### src/shared/wwd_defs.svh
// Register offsets, field positions, reset values and timing constants
`ifndef WWD_DEFS_SVH
`define WWD_DEFS_SVH
`define WWD_OFS_PERIOD_CTRL 8'h00
`define WWD_OFS_CLKWIN_CTRL 8'h04
`define WWD_OFS_PS_LOW 8'h08
`define WWD_OFS_PS_HIGH 8'h0C
`define WWD_OFS_TMR_STATUS 8'h10
`define WWD_OFS_IRQ_STATUS 8'h14
`define WWD_OFS_IRQ_CLEAR 8'h18
`define WWD_OFS_IRQ_ENABLE 8'h1C
`define WWD_OFS_CLEAR_CMD 8'h20
`define WWD_CFG_UNLOCK 3'h7
`define WWD_PERIOD_UNLOCK 5'h1F
`define WWD_PERIOD_DEFAULT 5'h0B
`define WWD_PERIOD_MAX 5'h12
`define WWD_WIN_FULL 3'h7
`define WWD_CS_LFOSC 3'h0
`define WWD_CS_MFOSC 3'h1
`define WWD_MODE_SW 2'h1
`define WWD_MODE_AWAKE 2'h2
`define WWD_MODE_ALWAYS 2'h3
`define WWD_CS_MSB 6
`define WWD_CS_LSB 4
`define WWD_WIN_MSB 2
`define WWD_WIN_LSB 0
`define WWD_PER_MSB 5
`define WWD_PER_LSB 1
`define WWD_SWON_BIT 0
`define WWD_RESP_OKAY 2'h0
`define WWD_RESP_SLVERR 2'h2
`define WWD_TMR_MAX 5'h1F
`define WWD_PS_BITS 18
`define WWD_PS_BASE_LOG2 5'h05
`define WWD_EVT_TIMEOUT 0
`define WWD_EVT_VIOLATION 1
`define WWD_EVT_ARMED 2
`define WWD_EVT_W 3
`define WWD_PULSE_NS 1000
`define WWD_CLK_NS 10
`define WWD_PULSE_CYC ((`WWD_PULSE_NS + `WWD_CLK_NS - 1) / `WWD_CLK_NS)
`endif

### src/shared/wwd_pkg.sv
// Types shared by the watchdog control block
package wwd_pkg;
  typedef struct packed {
    logic [2:0] clkSrc;
    logic [2:0] winSize;
    logic [4:0] period;
    logic [1:0] mode;
  } wwd_cfg_t;
  typedef struct packed {
    logic [4:0] timer;
    logic armed;
    logic [17:0] prescale;
  } wwd_count_t;
  typedef enum logic [2:0] {
    WWD_IDLE = 3'b001,
    WWD_RESP = 3'b010,
    WWD_HOLD = 3'b100
  } wwd_bus_state_t;
endpackage : wwd_pkg

### src/verilog/wwd_tick_gen.sv
// Watchdog oscillator tick from the selected internal source
`timescale 1ns/1ns
`include "wwd_defs.svh"
module wwd_tick_gen (
  // Clock and reset
  input wire logic ref_clk,
  input wire logic arst_n,
  // Oscillator ticks
  input wire logic lfOscTick,
  input wire logic mfOscTick,
  input wire logic [2:0] clkSrc,
  // Selected tick
  output logic wdTick
);
  // Reserved codes stop the counter rather than guess a source
  always_comb begin
    case (clkSrc)
      `WWD_CS_LFOSC: wdTick = lfOscTick;
      `WWD_CS_MFOSC: wdTick = mfOscTick;
      default: wdTick = 1'b0;
    endcase
  end
endmodule : wwd_tick_gen

### src/verilog/wwd_window_chk.sv
// Window-open decision from the count and the selected period
`timescale 1ns/1ns
`include "wwd_defs.svh"
module wwd_window_chk (
  // Count and selections
  input wire logic [22:0] elapsed,
  input wire logic [4:0] period,
  input wire logic [2:0] winSize,
  // Result
  output logic winOpen,
  output logic expired
);
  logic [4:0] pLog;
  logic [23:0] full;
  logic [26:0] scaled;
  logic [26:0] need;
  // Reserved period codes fall back to the shortest interval
  always_comb begin
    pLog = (period > `WWD_PERIOD_MAX) ? `WWD_PS_BASE_LOG2 : 5'(period + `WWD_PS_BASE_LOG2);
    full = 24'h000001 << pLog;
    scaled = {1'b0, elapsed, 3'h0};
    need = 27'(full) * 27'(`WWD_WIN_FULL - winSize);
    // Open once elapsed/period reaches (7-code)/8
    winOpen = (winSize == `WWD_WIN_FULL) || (scaled >= need);
    expired = ({1'b0, elapsed} >= full - 24'h000001);
  end
endmodule : wwd_window_chk

### src/verilog/wwd_ctrl.sv
// Windowed watchdog control, status and AXI4-Lite register slave
//
// How it works
// Clock-source field bits 6-4; 001 mid oscillator, 000 low, rest reserved.
// Window field bits 2-0; 111 full open, each lower code adds 12.5% delay.
// Config clock source 111 resets the clock-source field to 000.
// Window field resets to the configured window-size setting.
// Config clock source not 111 makes the clock-source field read-only.
// Config window size not 111 makes the window field read-only.
// Eighteen-bit prescale count split over low, high and status registers.
// Low register shows prescale bits 7-0, read-only, reset zero.
// High register shows prescale bits 15-8, read-only, reset zero.
// Status bits 1-0 show prescale bits 17-16, reset zero.
// Status bits 7-3 show the five-bit timer value, reset zero.
// Status bit 2 reads one while armed for a clear.
// Software uses the prescale count mainly for debug.
// Bits 7 and 3 of the clock-window register read zero, ignore writes.
// Reading the period register arms the watchdog before a clear.
// A clear outside the open window is a violation; resets when awake, wakes in sleep.
// Any write to either control register clears timer and prescale.
// Window opens when elapsed fraction reaches the selected delay.
// A clear returns the armed bit to zero.
`timescale 1ns/1ns
`include "wwd_defs.svh"
module wwd_ctrl (
  // Clock and reset
  input wire logic ref_clk,
  input wire logic arst_n,
  // Configuration word
  input wire wwd_pkg::wwd_cfg_t cfgWord,
  // Oscillator ticks and sleep
  input wire logic lfOscTick,
  input wire logic mfOscTick,
  input wire logic sleepMode,
  // AXI4-Lite write address and data
  input wire logic [7:0] s_axi_awaddr,
  input wire logic s_axi_awvalid,
  output logic s_axi_awready,
  input wire logic [31:0] s_axi_wdata,
  input wire logic [3:0] s_axi_wstrb,
  input wire logic s_axi_wvalid,
  output logic s_axi_wready,
  // AXI4-Lite write response
  output logic [1:0] s_axi_bresp,
  output logic s_axi_bvalid,
  input wire logic s_axi_bready,
  // AXI4-Lite read
  input wire logic [7:0] s_axi_araddr,
  input wire logic s_axi_arvalid,
  output logic s_axi_arready,
  output logic [31:0] s_axi_rdata,
  output logic [1:0] s_axi_rresp,
  output logic s_axi_rvalid,
  input wire logic s_axi_rready,
  // Watchdog outputs
  output logic wdReset,
  output logic wakeUp,
  output logic irq
);
  // Register state
  logic [2:0] clkSrc_r;
  logic [2:0] winSize_r;
  logic [4:0] period_r;
  logic swOn_r;
  logic armed_r;
  logic [22:0] elapsed_r;
  logic [`WWD_EVT_W-1:0] irqStat_r;
  logic [`WWD_EVT_W-1:0] irqEn_r;
  logic initDone_r;
  logic [7:0] pulseCnt_r;
  logic [7:0] awAddr_r;
  logic [31:0] wData_r;
  logic [3:0] wStrb_r;
  logic awHeld_r;
  logic wHeld_r;
  logic [31:0] rData_r;
  logic rValid_r;
  logic bValid_r;
  logic [1:0] bResp_r;
  logic [1:0] rResp_r;
  wwd_pkg::wwd_bus_state_t wrState_r;
  // Decoded strobes
  logic wrFire;
  logic rdFire;
  logic wrCtrl0;
  logic wrCtrl1;
  logic clearCmd;
  logic wdTick;
  logic winOpen;
  logic expired;
  logic wdActive;
  logic violation;
  logic timeout;
  logic validClear;
  logic [`WWD_EVT_W-1:0] evt;

  // Known register offsets
  function automatic logic is_mapped(input logic [7:0] a);
    case (a)
      `WWD_OFS_PERIOD_CTRL, `WWD_OFS_CLKWIN_CTRL, `WWD_OFS_PS_LOW, `WWD_OFS_PS_HIGH,
      `WWD_OFS_TMR_STATUS, `WWD_OFS_IRQ_STATUS, `WWD_OFS_IRQ_CLEAR,
      `WWD_OFS_IRQ_ENABLE, `WWD_OFS_CLEAR_CMD: is_mapped = 1'b1;
      default: is_mapped = 1'b0;
    endcase
  endfunction : is_mapped

  // Source select and window decision
  wwd_tick_gen uTick (
    .ref_clk(ref_clk),
    .arst_n(arst_n),
    .lfOscTick(lfOscTick),
    .mfOscTick(mfOscTick),
    .clkSrc(clkSrc_r),
    .wdTick(wdTick)
  );
  wwd_window_chk uWin (
    .elapsed(elapsed_r),
    .period(period_r),
    .winSize(winSize_r),
    .winOpen(winOpen),
    .expired(expired)
  );

  // Write channel capture; address and data may come in either order
  assign s_axi_awready = !awHeld_r && !bValid_r;
  assign s_axi_wready = !wHeld_r && !bValid_r;
  assign wrFire = awHeld_r && wHeld_r && !bValid_r;
  always_ff @(posedge ref_clk or negedge arst_n) begin
    if (!arst_n) begin
      awHeld_r <= 1'b0;
      wHeld_r <= 1'b0;
      awAddr_r <= 8'h00;
      wData_r <= 32'h00000000;
      wStrb_r <= 4'h0;
    end else begin
      if (s_axi_awvalid && s_axi_awready) begin
        awHeld_r <= 1'b1;
        awAddr_r <= s_axi_awaddr;
      end else if (wrFire) begin
        awHeld_r <= 1'b0;
      end
      if (s_axi_wvalid && s_axi_wready) begin
        wHeld_r <= 1'b1;
        wData_r <= s_axi_wdata;
        wStrb_r <= s_axi_wstrb;
      end else if (wrFire) begin
        wHeld_r <= 1'b0;
      end
    end
  end

  // Write response, one cycle after both halves are held
  always_ff @(posedge ref_clk or negedge arst_n) begin
    if (!arst_n) begin
      bValid_r <= 1'b0;
      bResp_r <= `WWD_RESP_OKAY;
      wrState_r <= wwd_pkg::WWD_IDLE;
    end else begin
      case (wrState_r)
        wwd_pkg::WWD_IDLE: begin
          if (wrFire) begin
            bValid_r <= 1'b1;
            bResp_r <= is_mapped(awAddr_r) ? `WWD_RESP_OKAY : `WWD_RESP_SLVERR;
            wrState_r <= wwd_pkg::WWD_RESP;
          end
        end
        wwd_pkg::WWD_RESP: begin
          if (s_axi_bready) begin
            bValid_r <= 1'b0;
            wrState_r <= wwd_pkg::WWD_IDLE;
          end
        end
        default: wrState_r <= wwd_pkg::WWD_IDLE;
      endcase
    end
  end
  assign s_axi_bvalid = bValid_r;
  assign s_axi_bresp = bResp_r;

  // Write strobes; byte lane 0 carries every byte-wide register
  assign wrCtrl0 = wrFire && wStrb_r[0] && awAddr_r == `WWD_OFS_PERIOD_CTRL;
  assign wrCtrl1 = wrFire && wStrb_r[0] && awAddr_r == `WWD_OFS_CLKWIN_CTRL;
  assign clearCmd = wrFire && wStrb_r[0] && awAddr_r == `WWD_OFS_CLEAR_CMD && wData_r[0];

  // Configuration-dependent reset values caught after release
  always_ff @(posedge ref_clk or negedge arst_n) begin
    if (!arst_n) begin
      initDone_r <= 1'b0;
      clkSrc_r <= `WWD_CS_LFOSC;
      winSize_r <= `WWD_WIN_FULL;
      period_r <= `WWD_PERIOD_DEFAULT;
      swOn_r <= 1'b0;
    end else if (!initDone_r) begin
      initDone_r <= 1'b1;
      // low oscillator default
      clkSrc_r <= (cfgWord.clkSrc == `WWD_CFG_UNLOCK) ? `WWD_CS_LFOSC : cfgWord.clkSrc;
      // window from config
      winSize_r <= cfgWord.winSize;
      period_r <= (cfgWord.period == `WWD_PERIOD_UNLOCK) ? `WWD_PERIOD_DEFAULT : cfgWord.period;
    end else begin
      // clock-source write lock
      if (wrCtrl1 && cfgWord.clkSrc == `WWD_CFG_UNLOCK) begin
        // clock-source field bits
        clkSrc_r <= wData_r[`WWD_CS_MSB:`WWD_CS_LSB];
      end
      // window write lock
      if (wrCtrl1 && cfgWord.winSize == `WWD_CFG_UNLOCK) begin
        // window field bits
        winSize_r <= wData_r[`WWD_WIN_MSB:`WWD_WIN_LSB];
      end
      if (wrCtrl0 && cfgWord.period == `WWD_PERIOD_UNLOCK) begin
        period_r <= wData_r[`WWD_PER_MSB:`WWD_PER_LSB];
      end
      if (wrCtrl0) begin
        swOn_r <= wData_r[`WWD_SWON_BIT];
      end
    end
  end

  // Operating mode from the configuration word
  always_comb begin
    case (cfgWord.mode)
      `WWD_MODE_ALWAYS: wdActive = 1'b1;
      `WWD_MODE_AWAKE: wdActive = !sleepMode;
      `WWD_MODE_SW: wdActive = swOn_r;
      default: wdActive = 1'b0;
    endcase
  end

  // early clear or unarmed clear
  assign violation = clearCmd && wdActive && (!winOpen || !armed_r);
  assign validClear = clearCmd && !violation;
  assign timeout = wdActive && wdTick && expired;

  // Counter; cleared by control writes, valid clears, timeout and disable
  always_ff @(posedge ref_clk or negedge arst_n) begin
    if (!arst_n) begin
      elapsed_r <= 23'h000000;
    // control writes clear count
    end else if (wrCtrl0 || wrCtrl1 || validClear || !wdActive || timeout) begin
      elapsed_r <= 23'h000000;
    end else if (wdTick) begin
      // elapsed drives the window
      elapsed_r <= elapsed_r + 23'h000001;
    end
  end

  // Arming by a read of the period register
  always_ff @(posedge ref_clk or negedge arst_n) begin
    if (!arst_n) begin
      armed_r <= 1'b0;
    // clear disarms
    end else if (clearCmd || wrCtrl0 || wrCtrl1) begin
      armed_r <= 1'b0;
    // arming read
    end else if (rdFire && s_axi_araddr == `WWD_OFS_PERIOD_CTRL) begin
      armed_r <= 1'b1;
    end
  end

  // Reset or wake pulse, stretched so a slow reset tree sees it
  always_ff @(posedge ref_clk or negedge arst_n) begin
    if (!arst_n) begin
      pulseCnt_r <= 8'h00;
    end else if ((timeout || violation) && pulseCnt_r == 8'h00) begin
      pulseCnt_r <= 8'(`WWD_PULSE_CYC);
    end else if (pulseCnt_r != 8'h00) begin
      pulseCnt_r <= pulseCnt_r - 8'h01;
    end
  end
  assign wdReset = pulseCnt_r != 8'h00 && !sleepMode;
  assign wakeUp = pulseCnt_r != 8'h00 && sleepMode;

  // Sticky events, set wins over clear
  assign evt[`WWD_EVT_TIMEOUT] = timeout;
  assign evt[`WWD_EVT_VIOLATION] = violation;
  assign evt[`WWD_EVT_ARMED] = rdFire && s_axi_araddr == `WWD_OFS_PERIOD_CTRL;
  genvar gi;
  generate
    for (gi = 0; gi < `WWD_EVT_W; gi++) begin : gEvt
      always_ff @(posedge ref_clk or negedge arst_n) begin
        if (!arst_n) begin
          irqStat_r[gi] <= 1'b0;
        end else if (evt[gi]) begin
          irqStat_r[gi] <= 1'b1;
        end else if (wrFire && awAddr_r == `WWD_OFS_IRQ_CLEAR && wData_r[gi]) begin
          irqStat_r[gi] <= 1'b0;
        end
      end
    end
  endgenerate
  always_ff @(posedge ref_clk or negedge arst_n) begin
    if (!arst_n) begin
      irqEn_r <= 3'h0;
    end else if (wrFire && awAddr_r == `WWD_OFS_IRQ_ENABLE) begin
      irqEn_r <= wData_r[`WWD_EVT_W-1:0];
    end
  end
  assign irq = |(irqStat_r & irqEn_r);

  // Read channel; data registered, one cycle after the address
  assign s_axi_arready = !rValid_r;
  assign rdFire = s_axi_arvalid && s_axi_arready;
  always_ff @(posedge ref_clk or negedge arst_n) begin
    if (!arst_n) begin
      rValid_r <= 1'b0;
      rData_r <= 32'h00000000;
      rResp_r <= `WWD_RESP_OKAY;
    end else if (rdFire) begin
      rValid_r <= 1'b1;
      rResp_r <= is_mapped(s_axi_araddr) ? `WWD_RESP_OKAY : `WWD_RESP_SLVERR;
      case (s_axi_araddr)
        `WWD_OFS_PERIOD_CTRL: rData_r <= {26'h0, period_r, swOn_r};
        // bits 7 and 3 zero
        `WWD_OFS_CLKWIN_CTRL: rData_r <= {24'h0, 1'b0, clkSrc_r, 1'b0, winSize_r};
        // prescale split; R13: debug view
        // low byte
        `WWD_OFS_PS_LOW: rData_r <= {24'h0, elapsed_r[7:0]};
        // high byte
        `WWD_OFS_PS_HIGH: rData_r <= {24'h0, elapsed_r[15:8]};
        // R11: R12: status packing
        `WWD_OFS_TMR_STATUS: rData_r <= {24'h0, elapsed_r[22:18], armed_r, elapsed_r[17:16]};
        `WWD_OFS_IRQ_STATUS: rData_r <= {29'h0, irqStat_r};
        `WWD_OFS_IRQ_ENABLE: rData_r <= {29'h0, irqEn_r};
        default: rData_r <= 32'h00000000;
      endcase
    end else if (s_axi_rready) begin
      rValid_r <= 1'b0;
    end
  end
  assign s_axi_rvalid = rValid_r;
  assign s_axi_rdata = rData_r;
  assign s_axi_rresp = rResp_r;

  // Checks
  a_arm_read: assert property (@(posedge ref_clk) disable iff (!arst_n)
    (rdFire && s_axi_araddr == `WWD_OFS_PERIOD_CTRL && !clearCmd && !wrCtrl0 && !wrCtrl1)
    |=> armed_r) else $error("arming read did not arm");
  a_clear_disarm: assert property (@(posedge ref_clk) disable iff (!arst_n)
    clearCmd |=> !armed_r) else $error("clear left armed set");
  a_write_clears: assert property (@(posedge ref_clk) disable iff (!arst_n)
    (wrCtrl0 || wrCtrl1) |=> elapsed_r == 23'h000000) else $error("count not cleared");
  a_violation_rst: assert property (@(posedge ref_clk) disable iff (!arst_n)
    (violation && pulseCnt_r == 8'h00 && !sleepMode && !$past(sleepMode)) ##1 !sleepMode
    |-> wdReset) else $error("violation gave no reset");
  a_cs_lock: assert property (@(posedge ref_clk) disable iff (!arst_n)
    (initDone_r && cfgWord.clkSrc != `WWD_CFG_UNLOCK) |=> $stable(clkSrc_r))
    else $error("locked clock source changed");
  a_win_lock: assert property (@(posedge ref_clk) disable iff (!arst_n)
    (initDone_r && cfgWord.winSize != `WWD_CFG_UNLOCK) |=> $stable(winSize_r))
    else $error("locked window changed");
  a_cs_reset: assert property (@(posedge ref_clk) disable iff (!arst_n)
    (!initDone_r && cfgWord.clkSrc == `WWD_CFG_UNLOCK) |=> clkSrc_r == `WWD_CS_LFOSC)
    else $error("clock source reset wrong");
  a_win_reset: assert property (@(posedge ref_clk) disable iff (!arst_n)
    !initDone_r |=> winSize_r == $past(cfgWord.winSize)) else $error("window reset wrong");
  a_full_window: assert property (@(posedge ref_clk) disable iff (!arst_n)
    winSize_r == `WWD_WIN_FULL |-> winOpen) else $error("full window not open");
  a_status_read: assert property (@(posedge ref_clk) disable iff (!arst_n)
    (rdFire && s_axi_araddr == `WWD_OFS_TMR_STATUS) |=> rData_r[2] == $past(armed_r))
    else $error("status armed bit wrong");
  c_valid_clear: cover property (@(posedge ref_clk) disable iff (!arst_n) validClear);
  c_violation: cover property (@(posedge ref_clk) disable iff (!arst_n) violation);
  c_timeout: cover property (@(posedge ref_clk) disable iff (!arst_n) timeout);
endmodule : wwd_ctrl

### config.mk
export PLATFORM = sky130hd
export DESIGN_NAME = wwd_ctrl
export DESIGN_NICKNAME = d
export VERILOG_FILES = /design/src/shared/wwd_pkg.sv /design/src/verilog/wwd_tick_gen.sv /design/src/verilog/wwd_window_chk.sv /design/src/verilog/wwd_ctrl.sv
export VERILOG_INCLUDE_DIRS = /design/src /design/src/shared
export SDC_FILE = /design/constraint.sdc
export NUM_CORES = 1
export LEC_CHECK = 0
export ABC_AREA = 1
export BUFFER_PORTS_ARGS = -buffer_cell sky130_fd_sc_hd__buf_2
export CORE_UTILIZATION = 40
export DETAILED_ROUTE_END_ITERATION = 10
export PLACE_DENSITY = 0.7
export REMOVE_ABC_BUFFERS = 1
export SLEW_MARGIN = 20
export SYNTH_ARGS = -nofsm -noshare
export SYNTH_HDL_FRONTEND = slang
export SYNTH_HIERARCHICAL = 1
export SYNTH_SLANG_ARGS = --single-unit
### constraint.sdc
create_clock -name ref_clk -period 5.35 [get_ports ref_clk]
set_input_delay 1.07 -clock ref_clk [delete_from_list [all_inputs] [get_ports ref_clk]]
set_output_delay 1.07 -clock ref_clk [all_outputs]
set_load 0.01 [all_outputs]
==> results of run 1 <==
[registers in the layout (all words and copies together), names as in the netlist, 3 cells and up]
name         cells
pulseCnt_r       8
s_axi_rdata      8
winSize_r        3
irqEn_r          3
clkSrc_r         3
awAddr_r         8
elapsed_r       23
irqStat_r        3
wData_r          7
period_r         5
[timing repair]
item,4_1_cts,5_1_grt
resized for setup,119,171
endpoints found under the setup margin,29,29
gates cloned,4,0
setup buffers,17,17
hold buffers,0,0
pin swaps,20,90
[cells by family (layout without fill, tap and decap cells)]
family | after synthesis | in the layout | share of synthesized area, %
muxes | 11 | 11 | 1.30
and+or+nand+nor | 702 | 703 | 33.5
buffers and inverters | 242 | 457 | 11.2
xor gates and xnor gates | 42 | 42 | 4.06
other | 2 | 27 | 0.0813
AOI/OAI and AO/OA | 144 | 144 | 8.64
adders and majority gates | 124 | 124 | 18.6
DFF | 83 | 83 | 22.6
[per-stage QoR]
stage | TNS [ns] | total power, W | instance area, µm²
4_1_cts | -8.64 | 0.00349 | 11800
5_1_grt | -22.52 | 0.00399 | 12700
6_report | -13.48 | 0.00372 | 12700
3_3_place_gp | -12.32 | 0.00262 | 10800
3_5_place_dp | -14.69 | 0.00266 | 10800
2_1_floorplan | -2.93 | 0.00200 | 9020
[layout make-up]
type	count	area [µm²]
Sequential cell	83	2090
Clock inverter	6	71.3
Multi-Input combinational cell	1051	7360
Tap cell	285	357
Timing Repair Buffer	247	1850
Clock buffer	10	229
Fill cell	1968	9940
Inverter	194	748
[path summary, 6_finish.rpt]
path	from	end	slack [ns]	depth (start not counted)
max	period_r[1]$_DFFE_PN1P_	elapsed_r[5]$_DFFE_PN0P_	-0.55	31
min	s_axi_rdata[2]$_DFFE_PN0P_	s_axi_rdata[2]$_DFFE_PN0P_	0.47	2
max reg2reg	period_r[1]$_DFFE_PN1P_	elapsed_r[5]$_DFFE_PN0P_	-0.55	31
min reg2reg	s_axi_rdata[2]$_DFFE_PN0P_	s_axi_rdata[2]$_DFFE_PN0P_	0.47	2
max in group asynchronous	arst_n	elapsed_r[4]$_DFFE_PN0P_	3.65	2
min in group asynchronous	arst_n	pulseCnt_r[0]$_DFFE_PN0P_	0.57	1
[synthesized netlist by cell type, types with 21 or more instances]
master	number
a21oi_1	63
buf_4	27
dfrtp_1	76
fa_1	22
ha_1	102
inv_1	187
nand2_1	310
nand3_1	98
nand4_1	21
nor2_1	199
o21ai_0	48
xor2_1	28
[placed cells by master (no fill, tap or decap), types with 5 or more instances in the layout]
cell | synthesis | layout
nand2_1 | 310 | 282
nand3_2 | 4 | 14
nand4_1 | 21 | 21
o21ai_1 | 3 | 10
nor2_2 | 14 | 46
fa_1 | 22 | 20
xor2_2 | 1 | 8
nor2_4 | 6 | 29
o21ai_0 | 48 | 38
conb_1 | 2 | 27
buf_4 | 27 | 163
inv_2 | 6 | 33
dfstp_2 | 7 | 7
a21oi_1 | 63 | 45
nand3_1 | 98 | 88
xor2_1 | 28 | 20
nand2_2 | 14 | 31
o211ai_1 | 5 | 5
nor3_1 | 12 | 7
dfrtp_1 | 76 | 76
mux2_2 | 8 | 8
nor2_1 | 199 | 144
ha_4 | 0 | 27
ha_1 | 102 | 72
a21oi_4 | 0 | 6
xnor2_1 | 13 | 11
buf_2 | 8 | 63
buf_6 | 2 | 15
clkbuf_16 | 0 | 9
nand2_4 | 7 | 15
a21oi_2 | 0 | 12
inv_1 | 187 | 158
nand3b_1 | 5 | 5
[worst register-to-register path, delay by kind of cell, from the launching register on]
kind / cells / cell delay (ns)
AOI/OAI and AO/OA: 3 / 0.50
xor gates and xnor gates: 2 / 0.40
DFF: 1 / 0.61
buffers and inverters: 6 / 0.86
and+or+nand+nor: 15 / 1.90
adders and majority gates: 5 / 1.53
[per-layer routing]
| layer | vias to the layer above | wire [µm] |
|---|---|---|
| met5 | - | 0 |
| met4 | 0 | 1200 |
| met3 | 90 | 1770 |
| met2 | 342 | 13500 |
| met1 | 4419 | 11700 |
| li1 | 4738 | - |
[power by group through the flow]
stage	Sequential [W]	Combinational [W]	Clock, W
2_1_floorplan	0.000877	0.00113	0
3_3_place_gp	0.000886	0.00173	0
3_5_place_dp	0.000889	0.00177	0
4_1_cts	0.000886	0.00196	0.000648
5_1_grt	0.000909	0.00241	0.000670
6_report	0.000889	0.00220	0.000632
==> impl_metrics.prom, run 1 <==
# TYPE chip_impl_metric gauge
chip_impl_info{name="outcome",value="finished with violations"} 1
chip_impl_info{name="failed_checks",value="setup timing"} 1
chip_impl_metric{name="finish.utilization",unit="%"} 56.1
chip_impl_metric{name="p_leak",unit="nW"} 6.58
chip_impl_metric{name="dr_total_vias",unit=""} 9589
chip_impl_metric{name="drive_above_1_share",unit="%"} 33.6
chip_impl_metric{name="design.portCount",unit=""} 119
chip_impl_info{name="holdCritPathClass",value="flop to flop"} 1
chip_impl_metric{name="power.internal",unit="W"} 0.00206
chip_impl_metric{name="viasPerCell",unit=""} 5.11
chip_impl_metric{name="place.detailed.hpwl",unit="µm"} 20200
chip_impl_metric{name="critPathRequiredTime",unit="ns"} 5.58
chip_impl_info{name="post-synth-top-area-cell",value="dfrtp_1"} 1
chip_impl_info{name="setup.worst_path.class",value="flop to flop"} 1
chip_impl_metric{name="avgSynthCellArea",unit="µm²"} 6.84
chip_impl_metric{name="timing.critical_path.arrival",unit="ns"} 6.14
chip_impl_metric{name="slew_headroom",unit="%"} 40.9
chip_impl_metric{name="finalWorstPathRequiredPeriod",unit="ns"} 5.90
chip_impl_metric{name="post_synthesis_instance_area",unit="mm²"} 0.00924
chip_impl_metric{name="detailedRoute.firstPassIterationCount",unit=""} 5
chip_impl_metric{name="max_cap_violations",unit=""} 0
chip_impl_metric{name="met2_capacity_usage_during_global_routing",unit="%"} 39.2
chip_impl_metric{name="design.final.nets",unit=""} 1785
chip_impl_info{name="synthFlopType",value="dfrtp_1"} 1
chip_impl_metric{name="max_slew.worst_pin.slew",unit="ns"} 0.886
chip_impl_info{name="setup_repair_after_global_routing_missed_its_margin",value="yes"} 1
chip_impl_metric{name="design.die.area",unit="mm²"} 0.0237
chip_impl_metric{name="largest_net_degree_at_the_start_of_global_routing",unit=""} 70
chip_impl_metric{name="critical_path.max_fanout",unit=""} 6
chip_impl_metric{name="min_hold_slack",unit="ns"} 0.473
chip_impl_metric{name="gpl.final_weighted_congestion",unit=""} 0.914
chip_impl_metric{name="antenna_found_initial",unit=""} 0
chip_impl_metric{name="pwr-share-comb",unit="%"} 59.1
chip_impl_info{name="most_frequent_cell_on_critical_path",value="nor2_1"} 1
chip_impl_metric{name="globalRouteOverflowTotal",unit=""} 0
chip_impl_metric{name="pwr-share-clk",unit="%"} 17.0
chip_impl_metric{name="grt_use_total",unit="%"} 22.8
chip_impl_metric{name="clk_pin_slew",unit="ns"} 0.06
chip_impl_metric{name="max_stage_delay",unit="ns"} 0.61
chip_impl_info{name="timing.critical_path.max_delay_family",value="simple AND/OR/NAND/NOR gates"} 1
chip_impl_metric{name="clk_latency",unit="ns"} 0.35
chip_impl_metric{name="fp.dieH",unit="µm"} 154
chip_impl_metric{name="proportion_of_netlist_area_held_by_the_largest_area_contributor",unit="%"} 20.6
chip_impl_metric{name="drv_slew",unit=""} 0
chip_impl_info{name="busiest_layer",value="met2"} 1
chip_impl_metric{name="max_freq",unit="MHz"} 169
chip_impl_metric{name="report.final.setup_viol",unit=""} 29
chip_impl_metric{name="final_cell_count_no_fill",unit=""} 1876
chip_impl_metric{name="finalCritPeriodShare",unit="%"} 110
chip_impl_metric{name="effective_utilization_at_floorplan",unit="%"} 40.8
chip_impl_info{name="clock_tree_root_buffer_cell",value="clkbuf_16"} 1
chip_impl_metric{name="finalHoldViolations",unit=""} 0
chip_impl_info{name="critical-path-slowest-cell",value="dfstp_2"} 1
chip_impl_metric{name="finalWorstSetupSlack",unit="ns"} -0.555
chip_impl_metric{name="route.final.wire_length",unit="µm"} 28100
chip_impl_metric{name="detail_route.drc_violations",unit=""} 0
chip_impl_info{name="ys_top_cells_by_area",value="dfrtp_1 21%, ha_1 14%, nand2_1 13%"} 1
chip_impl_metric{name="number_of_nets_still_failing_antenna_checks_after_routing",unit=""} 0
chip_impl_metric{name="vias_in_the_first_global_route",unit=""} 9149
chip_impl_metric{name="clock_tree.htree_level_count",unit=""} 3
chip_impl_metric{name="dpl.cell_count",unit=""} 1823
chip_impl_metric{name="clock-skew-final",unit="ns"} 0.00867
chip_impl_metric{name="drt-initial-drc-count",unit=""} 627
chip_impl_metric{name="placementRows",unit=""} 55
chip_impl_metric{name="switching_share",unit="%"} 44.7
chip_impl_metric{name="synth.distinct_cells",unit=""} 50
chip_impl_metric{name="post_synth_inst_count",unit=""} 1350
chip_impl_metric{name="synth.yosys.seq_area_share",unit="%"} 22.6
chip_impl_metric{name="synth_enable_flop_cells",unit=""} 0
chip_impl_metric{name="path_buf_inv",unit=""} 6
chip_impl_metric{name="io_buffers",unit=""} 64
chip_impl_metric{name="clock-sinks",unit=""} 83
chip_impl_metric{name="number_of_buffers_added_by_the_clock_tree_synthesis_step",unit=""} 9
chip_impl_metric{name="powerDensity",unit="mW/mm²"} 293
chip_impl_metric{name="die_w",unit="µm"} 154
chip_impl_metric{name="area_growth_syn_to_layout",unit="%"} 37.5
chip_impl_metric{name="yosys_warnings",unit=""} 6
chip_impl_metric{name="clk_path_buf_depth",unit=""} 2
chip_impl_info{name="end_kind",value="flop"} 1
chip_impl_metric{name="power_frac_seq",unit="%"} 23.9
chip_impl_metric{name="switching_power",unit="W"} 0.00166
chip_impl_metric{name="ys_async_sr_fraction",unit="%"} 100
chip_impl_metric{name="irDropWorstVdd",unit="mV"} 0.258
chip_impl_metric{name="grt_first_pass_wirelength",unit="µm"} 43600
chip_impl_info{name="tritoncts",value="yes"} 1
chip_impl_metric{name="groute.layer.met3.usage",unit="%"} 3.92
chip_impl_metric{name="drt-wirelength-per-cell",unit="µm"} 15.0
chip_impl_metric{name="core",unit="mm²"} 0.0226
chip_impl_metric{name="pre_cts_ws",unit="ns"} -0.559
chip_impl_metric{name="synth.ff_latch_count",unit=""} 83
chip_impl_metric{name="insertedDiodeCount",unit=""} 0
chip_impl_metric{name="use_met1",unit="%"} 27.8
chip_impl_info{name="startpoint_type",value="flop"} 1
(Power assumes the default switching activity.)
==> run 2, diff against run 1 <==
HOLD_SLACK_MARGIN = 0.12   (was not set)
PLACE_DENSITY = not set   (was 0.7)
PLACE_DENSITY_LB_ADDON = 0.2   (was not set)
==> run 2 against run 1 <==
Compared with the run above:
- the flow still finishes with violations (setup timing)
- sequential share of layout area rose by 0.40 points
- critical path depth up 8
- via count down 2.9%
- combinational power shrank 4%
- critical endpoint is now pulseCnt_r[6]$_DFFE_PN0P_
- sequential cell count unchanged
- register-to-register slack better by 0.07 ns
- worst setup slack better by 0.070 ns
- total power fell by 1.7%
- non-clock buffer count down 3
- clock skew rose by 0.0019 ns
- hold slack improved by 0.0010 ns
==> impl_metrics.prom, run 2 (synthesis gave the netlist of run 1 again) <==
# TYPE chip_impl_metric gauge
chip_impl_metric{name="finalWorstSetupSlack",unit="ns"} -0.485
chip_impl_metric{name="place.detailed.hpwl",unit="µm"} 20700
chip_impl_info{name="setup_repair_after_global_routing_missed_its_margin",value="yes"} 1
chip_impl_metric{name="path_buf_inv",unit=""} 10
chip_impl_info{name="registers.top_by_ff_count",value="elapsed_r"} 1
chip_impl_info{name="worstReg2RegStart",value="period_r[0]$_DFFE_PN1P_"} 1
chip_impl_metric{name="design.portCount",unit=""} 119
chip_impl_info{name="clock_tree_root_buffer_cell",value="clkbuf_16"} 1
chip_impl_metric{name="p_leak",unit="nW"} 6.52
chip_impl_metric{name="max_cap_violations",unit=""} 0
chip_impl_info{name="end_kind",value="flop"} 1
chip_impl_metric{name="dr_total_vias",unit=""} 9315
chip_impl_metric{name="gpl.final_weighted_congestion",unit=""} 0.903
chip_impl_info{name="holdCritPathClass",value="flop to flop"} 1
chip_impl_metric{name="fin_area",unit="mm²"} 0.0124
chip_impl_metric{name="finalWorstPathRequiredPeriod",unit="ns"} 5.83
chip_impl_metric{name="critical_path.max_fanout",unit=""} 5
chip_impl_metric{name="drt-wirelength-per-cell",unit="µm"} 14.3
chip_impl_metric{name="clk_pin_slew",unit="ns"} 0.07
chip_impl_metric{name="report.final.setup_viol",unit=""} 29
chip_impl_metric{name="globalRouteOverflowTotal",unit=""} 0
chip_impl_metric{name="powerDensity",unit="mW/mm²"} 295
chip_impl_info{name="final_cell_mix",value="288 x nand2_1, 169 x buf_4, 163 x inv_1"} 1
chip_impl_metric{name="viasPerCell",unit=""} 4.97
chip_impl_metric{name="clock-skew-final",unit="ns"} 0.0106
chip_impl_metric{name="antenna_found_initial",unit=""} 0
chip_impl_metric{name="grt_use_total",unit="%"} 23.1
chip_impl_metric{name="max_stage_delay",unit="ns"} 0.59
chip_impl_metric{name="clock_tree.htree_level_count",unit=""} 3
chip_impl_metric{name="detailedRoute.firstPassIterationCount",unit=""} 6
chip_impl_info{name="startpoint_type",value="flop"} 1
chip_impl_metric{name="vias_in_the_first_global_route",unit=""} 8827
chip_impl_metric{name="drv_slew",unit=""} 0
chip_impl_metric{name="design.die.area",unit="mm²"} 0.0237
chip_impl_info{name="critical-path-slowest-cell",value="dfstp_2"} 1
chip_impl_info{name="failed_checks",value="setup timing"} 1
chip_impl_metric{name="clock-sinks",unit=""} 83
chip_impl_metric{name="number_of_nets_still_failing_antenna_checks_after_routing",unit=""} 0
chip_impl_metric{name="placementRows",unit=""} 55
chip_impl_metric{name="clk_path_buf_depth",unit=""} 2
chip_impl_metric{name="io_buffers",unit=""} 64
chip_impl_info{name="commonest_non_fill_non_tap_cell_in_the_layout",value="nand2_1"} 1
chip_impl_metric{name="finalCritPeriodShare",unit="%"} 109
chip_impl_metric{name="effective_utilization_at_floorplan",unit="%"} 40.8
chip_impl_info{name="tritoncts",value="yes"} 1
chip_impl_metric{name="core",unit="mm²"} 0.0226
chip_impl_metric{name="insertedDiodeCount",unit=""} 0
chip_impl_info{name="setup.worst_path.class",value="flop to flop"} 1
chip_impl_metric{name="timing.critical_path.arrival",unit="ns"} 6.10
chip_impl_metric{name="max_slew.worst_pin.slew",unit="ns"} 0.790
chip_impl_metric{name="largest_net_degree_at_the_start_of_global_routing",unit=""} 44
chip_impl_metric{name="die_w",unit="µm"} 154
chip_impl_metric{name="finish.utilization",unit="%"} 54.8
chip_impl_metric{name="design.final.nets",unit=""} 1782
chip_impl_metric{name="slew_headroom",unit="%"} 47.1
chip_impl_info{name="timing.critical_path.max_delay_family",value="simple AND/OR/NAND/NOR gates"} 1
chip_impl_metric{name="route.final.wire_length",unit="µm"} 26900
chip_impl_metric{name="largest_register_ff_count",unit=""} 23
chip_impl_metric{name="detail_route.drc_violations",unit=""} 0
chip_impl_info{name="min-delay-start",value="s_axi_rdata[6]$_DFFE_PN0P_"} 1
chip_impl_info{name="outcome",value="finished with violations"} 1
chip_impl_metric{name="clk_latency",unit="ns"} 0.36
chip_impl_metric{name="max_freq",unit="MHz"} 171
chip_impl_metric{name="critPathRequiredTime",unit="ns"} 5.61
chip_impl_metric{name="fp.dieH",unit="µm"} 154
chip_impl_metric{name="drt-initial-drc-count",unit=""} 523
chip_impl_metric{name="grt_first_pass_wirelength",unit="µm"} 43700
chip_impl_metric{name="drive_above_1_share",unit="%"} 31.2
chip_impl_metric{name="finalHoldViolations",unit=""} 0
chip_impl_metric{name="irDropWorstVdd",unit="mV"} 0.225
chip_impl_info{name="most_frequent_cell_on_critical_path",value="buf_4"} 1
chip_impl_metric{name="area_growth_syn_to_layout",unit="%"} 34.2
chip_impl_metric{name="number_of_buffers_added_by_the_clock_tree_synthesis_step",unit=""} 9
chip_impl_metric{name="postPlaceCellArea",unit="mm²"} 0.0109
chip_impl_info{name="setup.worst_path.start",value="period_r[0]$_DFFE_PN1P_"} 1
==> run 2: changes by cell type in the layout (fill, tap and decap cells not counted), sizes merged <==
cell / delta
buf: -5
clkbuf: +2
clkinvlp: -1
inv: +1
==> run 2: report_power, final <==
part | switching [W] | total, W | internal, W | leakage [nW]
Sequential | 0.000118 | 0.000889 | 0.000771 | 1.04
Combinational | 0.00122 | 0.00212 | 0.000899 | 5.34
Clock | 0.000281 | 0.000648 | 0.000367 | 0.144
==> run 2: area by class of cell <==
class | count | area, µm²
multi-input cells | 1051 | 7150
clock buffers | 10 | 229
clock inverters | 6 | 72.6
flip-flops and latches | 83 | 2090
fillers | 2207 | 10200
repair buffers | 244 | 1760
inverters | 194 | 743
well taps | 285 | 357
==> run 2: final timing paths <==
path,slack (ns),endpoint,depth (start not counted)
worst max-delay path,-0.48,pulseCnt_r[6]$_DFFE_PN0P_,39
worst min-delay path,0.47,s_axi_rdata[6]$_DFFE_PN0P_,2
worst max register to register,-0.48,pulseCnt_r[6]$_DFFE_PN0P_,39
worst min register to register,0.47,s_axi_rdata[6]$_DFFE_PN0P_,2
max in group asynchronous,3.70,elapsed_r[4]$_DFFE_PN0P_,2
min in group asynchronous,0.68,wrState_r[1]$_DFFE_PN0P_,1
==> run 2: through the flow <==
step	total power, W	instances	setup slack [ns]	TNS (ns)	hold WS (ns)
2_1_floorplan	0.00200	1327	-0.139	-2.93	0.460
3_3_place_gp	0.00263	1833	-0.483	-12.93	0.459
3_5_place_dp	0.00267	1833	-0.515	-13.51	0.462
4_1_cts	0.00351	1861	-0.265	-6.39	0.480
5_1_grt	0.00395	1873	-0.721	-19.44	0.496
6_report	0.00366	1873	-0.485	-12.39	0.474
==> run 2: tightest hold or removal path: stages (launching register included) <==
cell,delay (ns)
dfrtp_1,0.34
nand2_1,0.05
nand2_1,0.05
==> run 2: per-layer routing <==
metal	track usage (%)	part of all wire (%)	wire length [µm]	up-vias
met4	5.81	1.7	454	0
met3	2.68	4.1	1110	34
li1	-	-	-	4734
met5	0	0	0	-
met1	31.2	46	12400	4342
met2	39.0	48	12900	205
==> run 2: what timing repair did <==
item                                   CTS  global route
setup buffers                           12            10
pin swaps                               40            29
gates resized for setup                122           104
setup endpoints to repair               29            29
endpoints found under the hold margin    0             0
hold buffers                             0             0
gates cloned                             1             2
==> run 3, diff against run 2 <==
HOLD_SLACK_MARGIN = 0.08   (was 0.12)
MAX_ROUTING_LAYER = met4   (was not set)
SYNTH_HIERARCHICAL = not set   (was 1)
==> run 3 against run 2 <==
Compared with the run above:
- the run still ends with setup timing left
- register-to-register slack got worse by 1.0 ns
- routed wire length rose by 0.70%
- non-clock buffer count fell by 2
- highest routed layer unchanged
- via count fell by 2.9%
- synthesized cell count fell by 8.4%
- largest cell class unchanged
- final area rose by 7.0%
- sequential cell count did not move
- cell count fell by 3.7%
- clock power fell by 3%
==> impl_metrics.prom, run 3 <==
# TYPE chip_impl_metric gauge
chip_impl_info{name="synth.cells.most_frequent",value="197 x ha_1, 184 x inv_1, 183 x nand2_1, 179 x nor2_1, 76 x dfrtp_1"} 1
chip_impl_info{name="outcome",value="finished with violations"} 1
chip_impl_metric{name="clock-skew-final",unit="ns"} 0.0143
chip_impl_metric{name="globalRouteOverflowTotal",unit=""} 0
chip_impl_metric{name="critical_path.max_fanout",unit=""} 6
chip_impl_metric{name="design.portCount",unit=""} 119
chip_impl_info{name="final_cell_mix",value="167 x inv_1, 164 x buf_4, 151 x nand2_1"} 1
chip_impl_info{name="tritoncts",value="yes"} 1
chip_impl_metric{name="path_buf_inv",unit=""} 8
chip_impl_metric{name="detail_route.drc_violations",unit=""} 0
chip_impl_info{name="timing.critical_path.max_delay_family",value="adder cells"} 1
chip_impl_metric{name="drt-wirelength-per-cell",unit="µm"} 15.0
chip_impl_metric{name="insertedDiodeCount",unit=""} 0
chip_impl_metric{name="post_synthesis_instance_area",unit="mm²"} 0.00953
chip_impl_metric{name="number_of_nets_still_failing_antenna_checks_after_routing",unit=""} 0
chip_impl_metric{name="powerDensity",unit="mW/mm²"} 254
chip_impl_metric{name="yosys_warnings",unit=""} 0
chip_impl_metric{name="vias_in_the_first_global_route",unit=""} 8916
chip_impl_metric{name="dr_total_vias",unit=""} 9049
chip_impl_metric{name="max_freq",unit="MHz"} 146
chip_impl_metric{name="route.final.wire_length",unit="µm"} 27000
chip_impl_metric{name="total_power",unit="W"} 0.00338
chip_impl_info{name="critical-path-slowest-cell",value="dfstp_2"} 1
chip_impl_info{name="clock_tree_root_buffer_cell",value="clkbuf_16"} 1
chip_impl_metric{name="pre_cts_ws",unit="ns"} -2.21
chip_impl_metric{name="effective_utilization_at_floorplan",unit="%"} 40.7
chip_impl_metric{name="area_growth_syn_to_layout",unit="%"} 39.3
chip_impl_metric{name="fin_area",unit="mm²"} 0.0133
chip_impl_metric{name="timing.critical_path.arrival",unit="ns"} 7.09
chip_impl_metric{name="io_buffers",unit=""} 64
chip_impl_metric{name="clock-sinks",unit=""} 83
chip_impl_metric{name="cts.hold.buffers_added",unit=""} 0
chip_impl_metric{name="gpl.final_weighted_congestion",unit=""} 0.909
chip_impl_info{name="commonest_non_fill_non_tap_cell_in_the_layout",value="inv_1"} 1
chip_impl_metric{name="placementRows",unit=""} 56
chip_impl_metric{name="place.detailed.hpwl",unit="µm"} 21000
chip_impl_metric{name="drv_slew",unit=""} 0
chip_impl_metric{name="synth.yosys.seq_area_share",unit="%"} 21.9
chip_impl_metric{name="p_leak",unit="nW"} 6.66
chip_impl_metric{name="finalWorstSetupSlack",unit="ns"} -1.48
chip_impl_metric{name="max_cap_violations",unit=""} 0
chip_impl_metric{name="finalWorstPathRequiredPeriod",unit="ns"} 6.83
chip_impl_metric{name="postPlaceCellArea",unit="mm²"} 0.0112
chip_impl_metric{name="report.final.setup_viol",unit=""} 29
chip_impl_metric{name="max_stage_delay",unit="ns"} 0.56
chip_impl_metric{name="irDropWorstVdd",unit="mV"} 0.206
chip_impl_metric{name="viasPerCell",unit=""} 5.02
chip_impl_metric{name="finalHoldViolations",unit=""} 0
chip_impl_metric{name="synth_enable_flop_cells",unit=""} 0
chip_impl_metric{name="finish.utilization",unit="%"} 56.7
chip_impl_metric{name="number_of_buffers_added_by_the_clock_tree_synthesis_step",unit=""} 9
chip_impl_info{name="synthFlopType",value="dfrtp_1"} 1
chip_impl_metric{name="synth.ff_latch_count",unit=""} 83
chip_impl_metric{name="design.final.nets",unit=""} 1772
chip_impl_metric{name="grt_use_total",unit="%"} 23.1
chip_impl_info{name="setup.worst_path.class",value="flop to flop"} 1
chip_impl_metric{name="largest_register_ff_count",unit=""} 23
chip_impl_metric{name="n_fill_cell",unit=""} 2178
chip_impl_metric{name="critPathRequiredTime",unit="ns"} 5.61
chip_impl_metric{name="detailedRoute.firstPassIterationCount",unit=""} 5
chip_impl_metric{name="grt_first_pass_wirelength",unit="µm"} 43400
chip_impl_metric{name="fp.dieH",unit="µm"} 156
chip_impl_metric{name="design.die.area",unit="mm²"} 0.0244
chip_impl_metric{name="slew_headroom",unit="%"} 22.4
chip_impl_metric{name="ys_async_sr_fraction",unit="%"} 100
chip_impl_metric{name="drt-initial-drc-count",unit=""} 466
chip_impl_metric{name="antenna_found_initial",unit=""} 0
chip_impl_metric{name="clk_latency",unit="ns"} 0.35
chip_impl_metric{name="avgSynthCellArea",unit="µm²"} 7.71
chip_impl_info{name="yosysMostFrequentCell",value="ha_1"} 1
chip_impl_metric{name="clk_pin_slew",unit="ns"} 0.07
chip_impl_metric{name="proportion_of_netlist_area_held_by_the_largest_area_contributor",unit="%"} 25.9
chip_impl_info{name="ys_top_cells_by_area",value="ha_1 26%, dfrtp_1 20%, inv_1 7.2%"} 1
chip_impl_metric{name="largest_net_degree_at_the_start_of_global_routing",unit=""} 84
chip_impl_metric{name="die_w",unit="µm"} 156
chip_impl_metric{name="drive_above_1_share",unit="%"} 35.3
chip_impl_info{name="startpoint_type",value="flop"} 1
chip_impl_info{name="setup_repair_after_global_routing_missed_its_margin",value="yes"} 1
chip_impl_metric{name="final.setup.tns",unit="ns"} -41.84
chip_impl_metric{name="max_slew.worst_pin.slew",unit="ns"} 1.16
chip_impl_info{name="end_kind",value="flop"} 1
chip_impl_metric{name="synth.distinct_cells",unit=""} 55
chip_impl_info{name="post-synth-top-area-cell",value="ha_1"} 1
chip_impl_metric{name="post_synth_inst_count",unit=""} 1236
chip_impl_info{name="registers.top_by_ff_count",value="elapsed_r"} 1
chip_impl_info{name="holdCritPathClass",value="flop to flop"} 1
chip_impl_metric{name="clk_path_buf_depth",unit=""} 2
chip_impl_metric{name="core",unit="mm²"} 0.0234
chip_impl_info{name="failed_checks",value="setup timing"} 1
chip_impl_metric{name="clock_tree.htree_level_count",unit=""} 3
chip_impl_metric{name="finalCritPeriodShare",unit="%"} 128
chip_impl_metric{name="ff2ff_setup_slack",unit="ns"} -1.48
==> run 3: worst paths after layout <==
check,from,to,depth (start not counted)
max,period_r[1]$_DFFE_PN1P_,elapsed_r[15]$_DFFE_PN0P_,45
min,pulseCnt_r[7]$_DFFE_PN0P_,pulseCnt_r[7]$_DFFE_PN0P_,1
max reg2reg,period_r[1]$_DFFE_PN1P_,elapsed_r[15]$_DFFE_PN0P_,45
min reg2reg,pulseCnt_r[7]$_DFFE_PN0P_,pulseCnt_r[7]$_DFFE_PN0P_,1
max in group asynchronous,arst_n,elapsed_r[14]$_DFFE_PN0P_,1
min in group asynchronous,arst_n,pulseCnt_r[7]$_DFFE_PN0P_,1
==> run 3: cell families after synthesis <==
kind of cell / after synthesis / share of synthesized area (%)
simple gates: 484 / 22.1
buf+inv: 229 / 10.2
fa+ha+maj: 218 / 30.3
compound gates: 164 / 10.0
flops: 83 / 21.9
xor+xnor: 46 / 4.31
mux: 10 / 1.16
other cells: 2 / 0.0788
==> run 3: where the power goes <==
group,internal [W],switching [W],total [W]
Sequential,0.000775,0.000111,0.000886
Clock,0.000335,0.000296,0.000631
Combinational,0.000810,0.00105,0.00186
==> run 3: final cells by class <==
class	count	area, µm²	area share, %
clock buffers	9	225	1.70
clock inverters	7	73.8	0.556
inverters	191	724	5.46
multi-input cells	952	8050	60.6
flip-flops and latches	83	2090	15.7
well taps	319	399	3.01
repair buffers	242	1720	12.9
==> run 3: worst register-to-register path: cells and delay by family (launching register included) <==
kind / cells / cell delay, ns
buffers and inverters: 8 / 0.54
adder cells (fa/ha/maj): 10 / 2.72
AND/OR/NAND/NOR: 23 / 2.28
flip-flops: 1 / 0.56
XOR/XNOR: 1 / 0.15
AO/OA/AOI/OAI: 3 / 0.51
==> run 3: per-layer routing <==
metal / track usage [%] / vias to the layer above / wire, µm / share of wire, %
met3: 1.69 / 52 / 872 / 3.2
met2: 39.0 / 237 / 13300 / 49
met4: 6.77 / 0 / 733 / 2.7
li1: - / 4537 / - / -
met5: - / - / 0 / 0
met1: 29.6 / 4223 / 12200 / 45
==> run 3: repair_timing <==
item / in CTS / in global routing
pin swaps: 71 / 78
gates cloned: 2 / 1
resized for setup: 149 / 138
endpoints found under the setup margin: 29 / 29
buffers inserted: 16 / 18
==> run 3: through the flow <==
stage	std cells	hold WS (ns)
global placement	1752	0.458
detailed placement	1752	0.461
floorplan	1223	0.442
CTS	1785	0.476
global route	1803	0.497
finish	1803	0.470
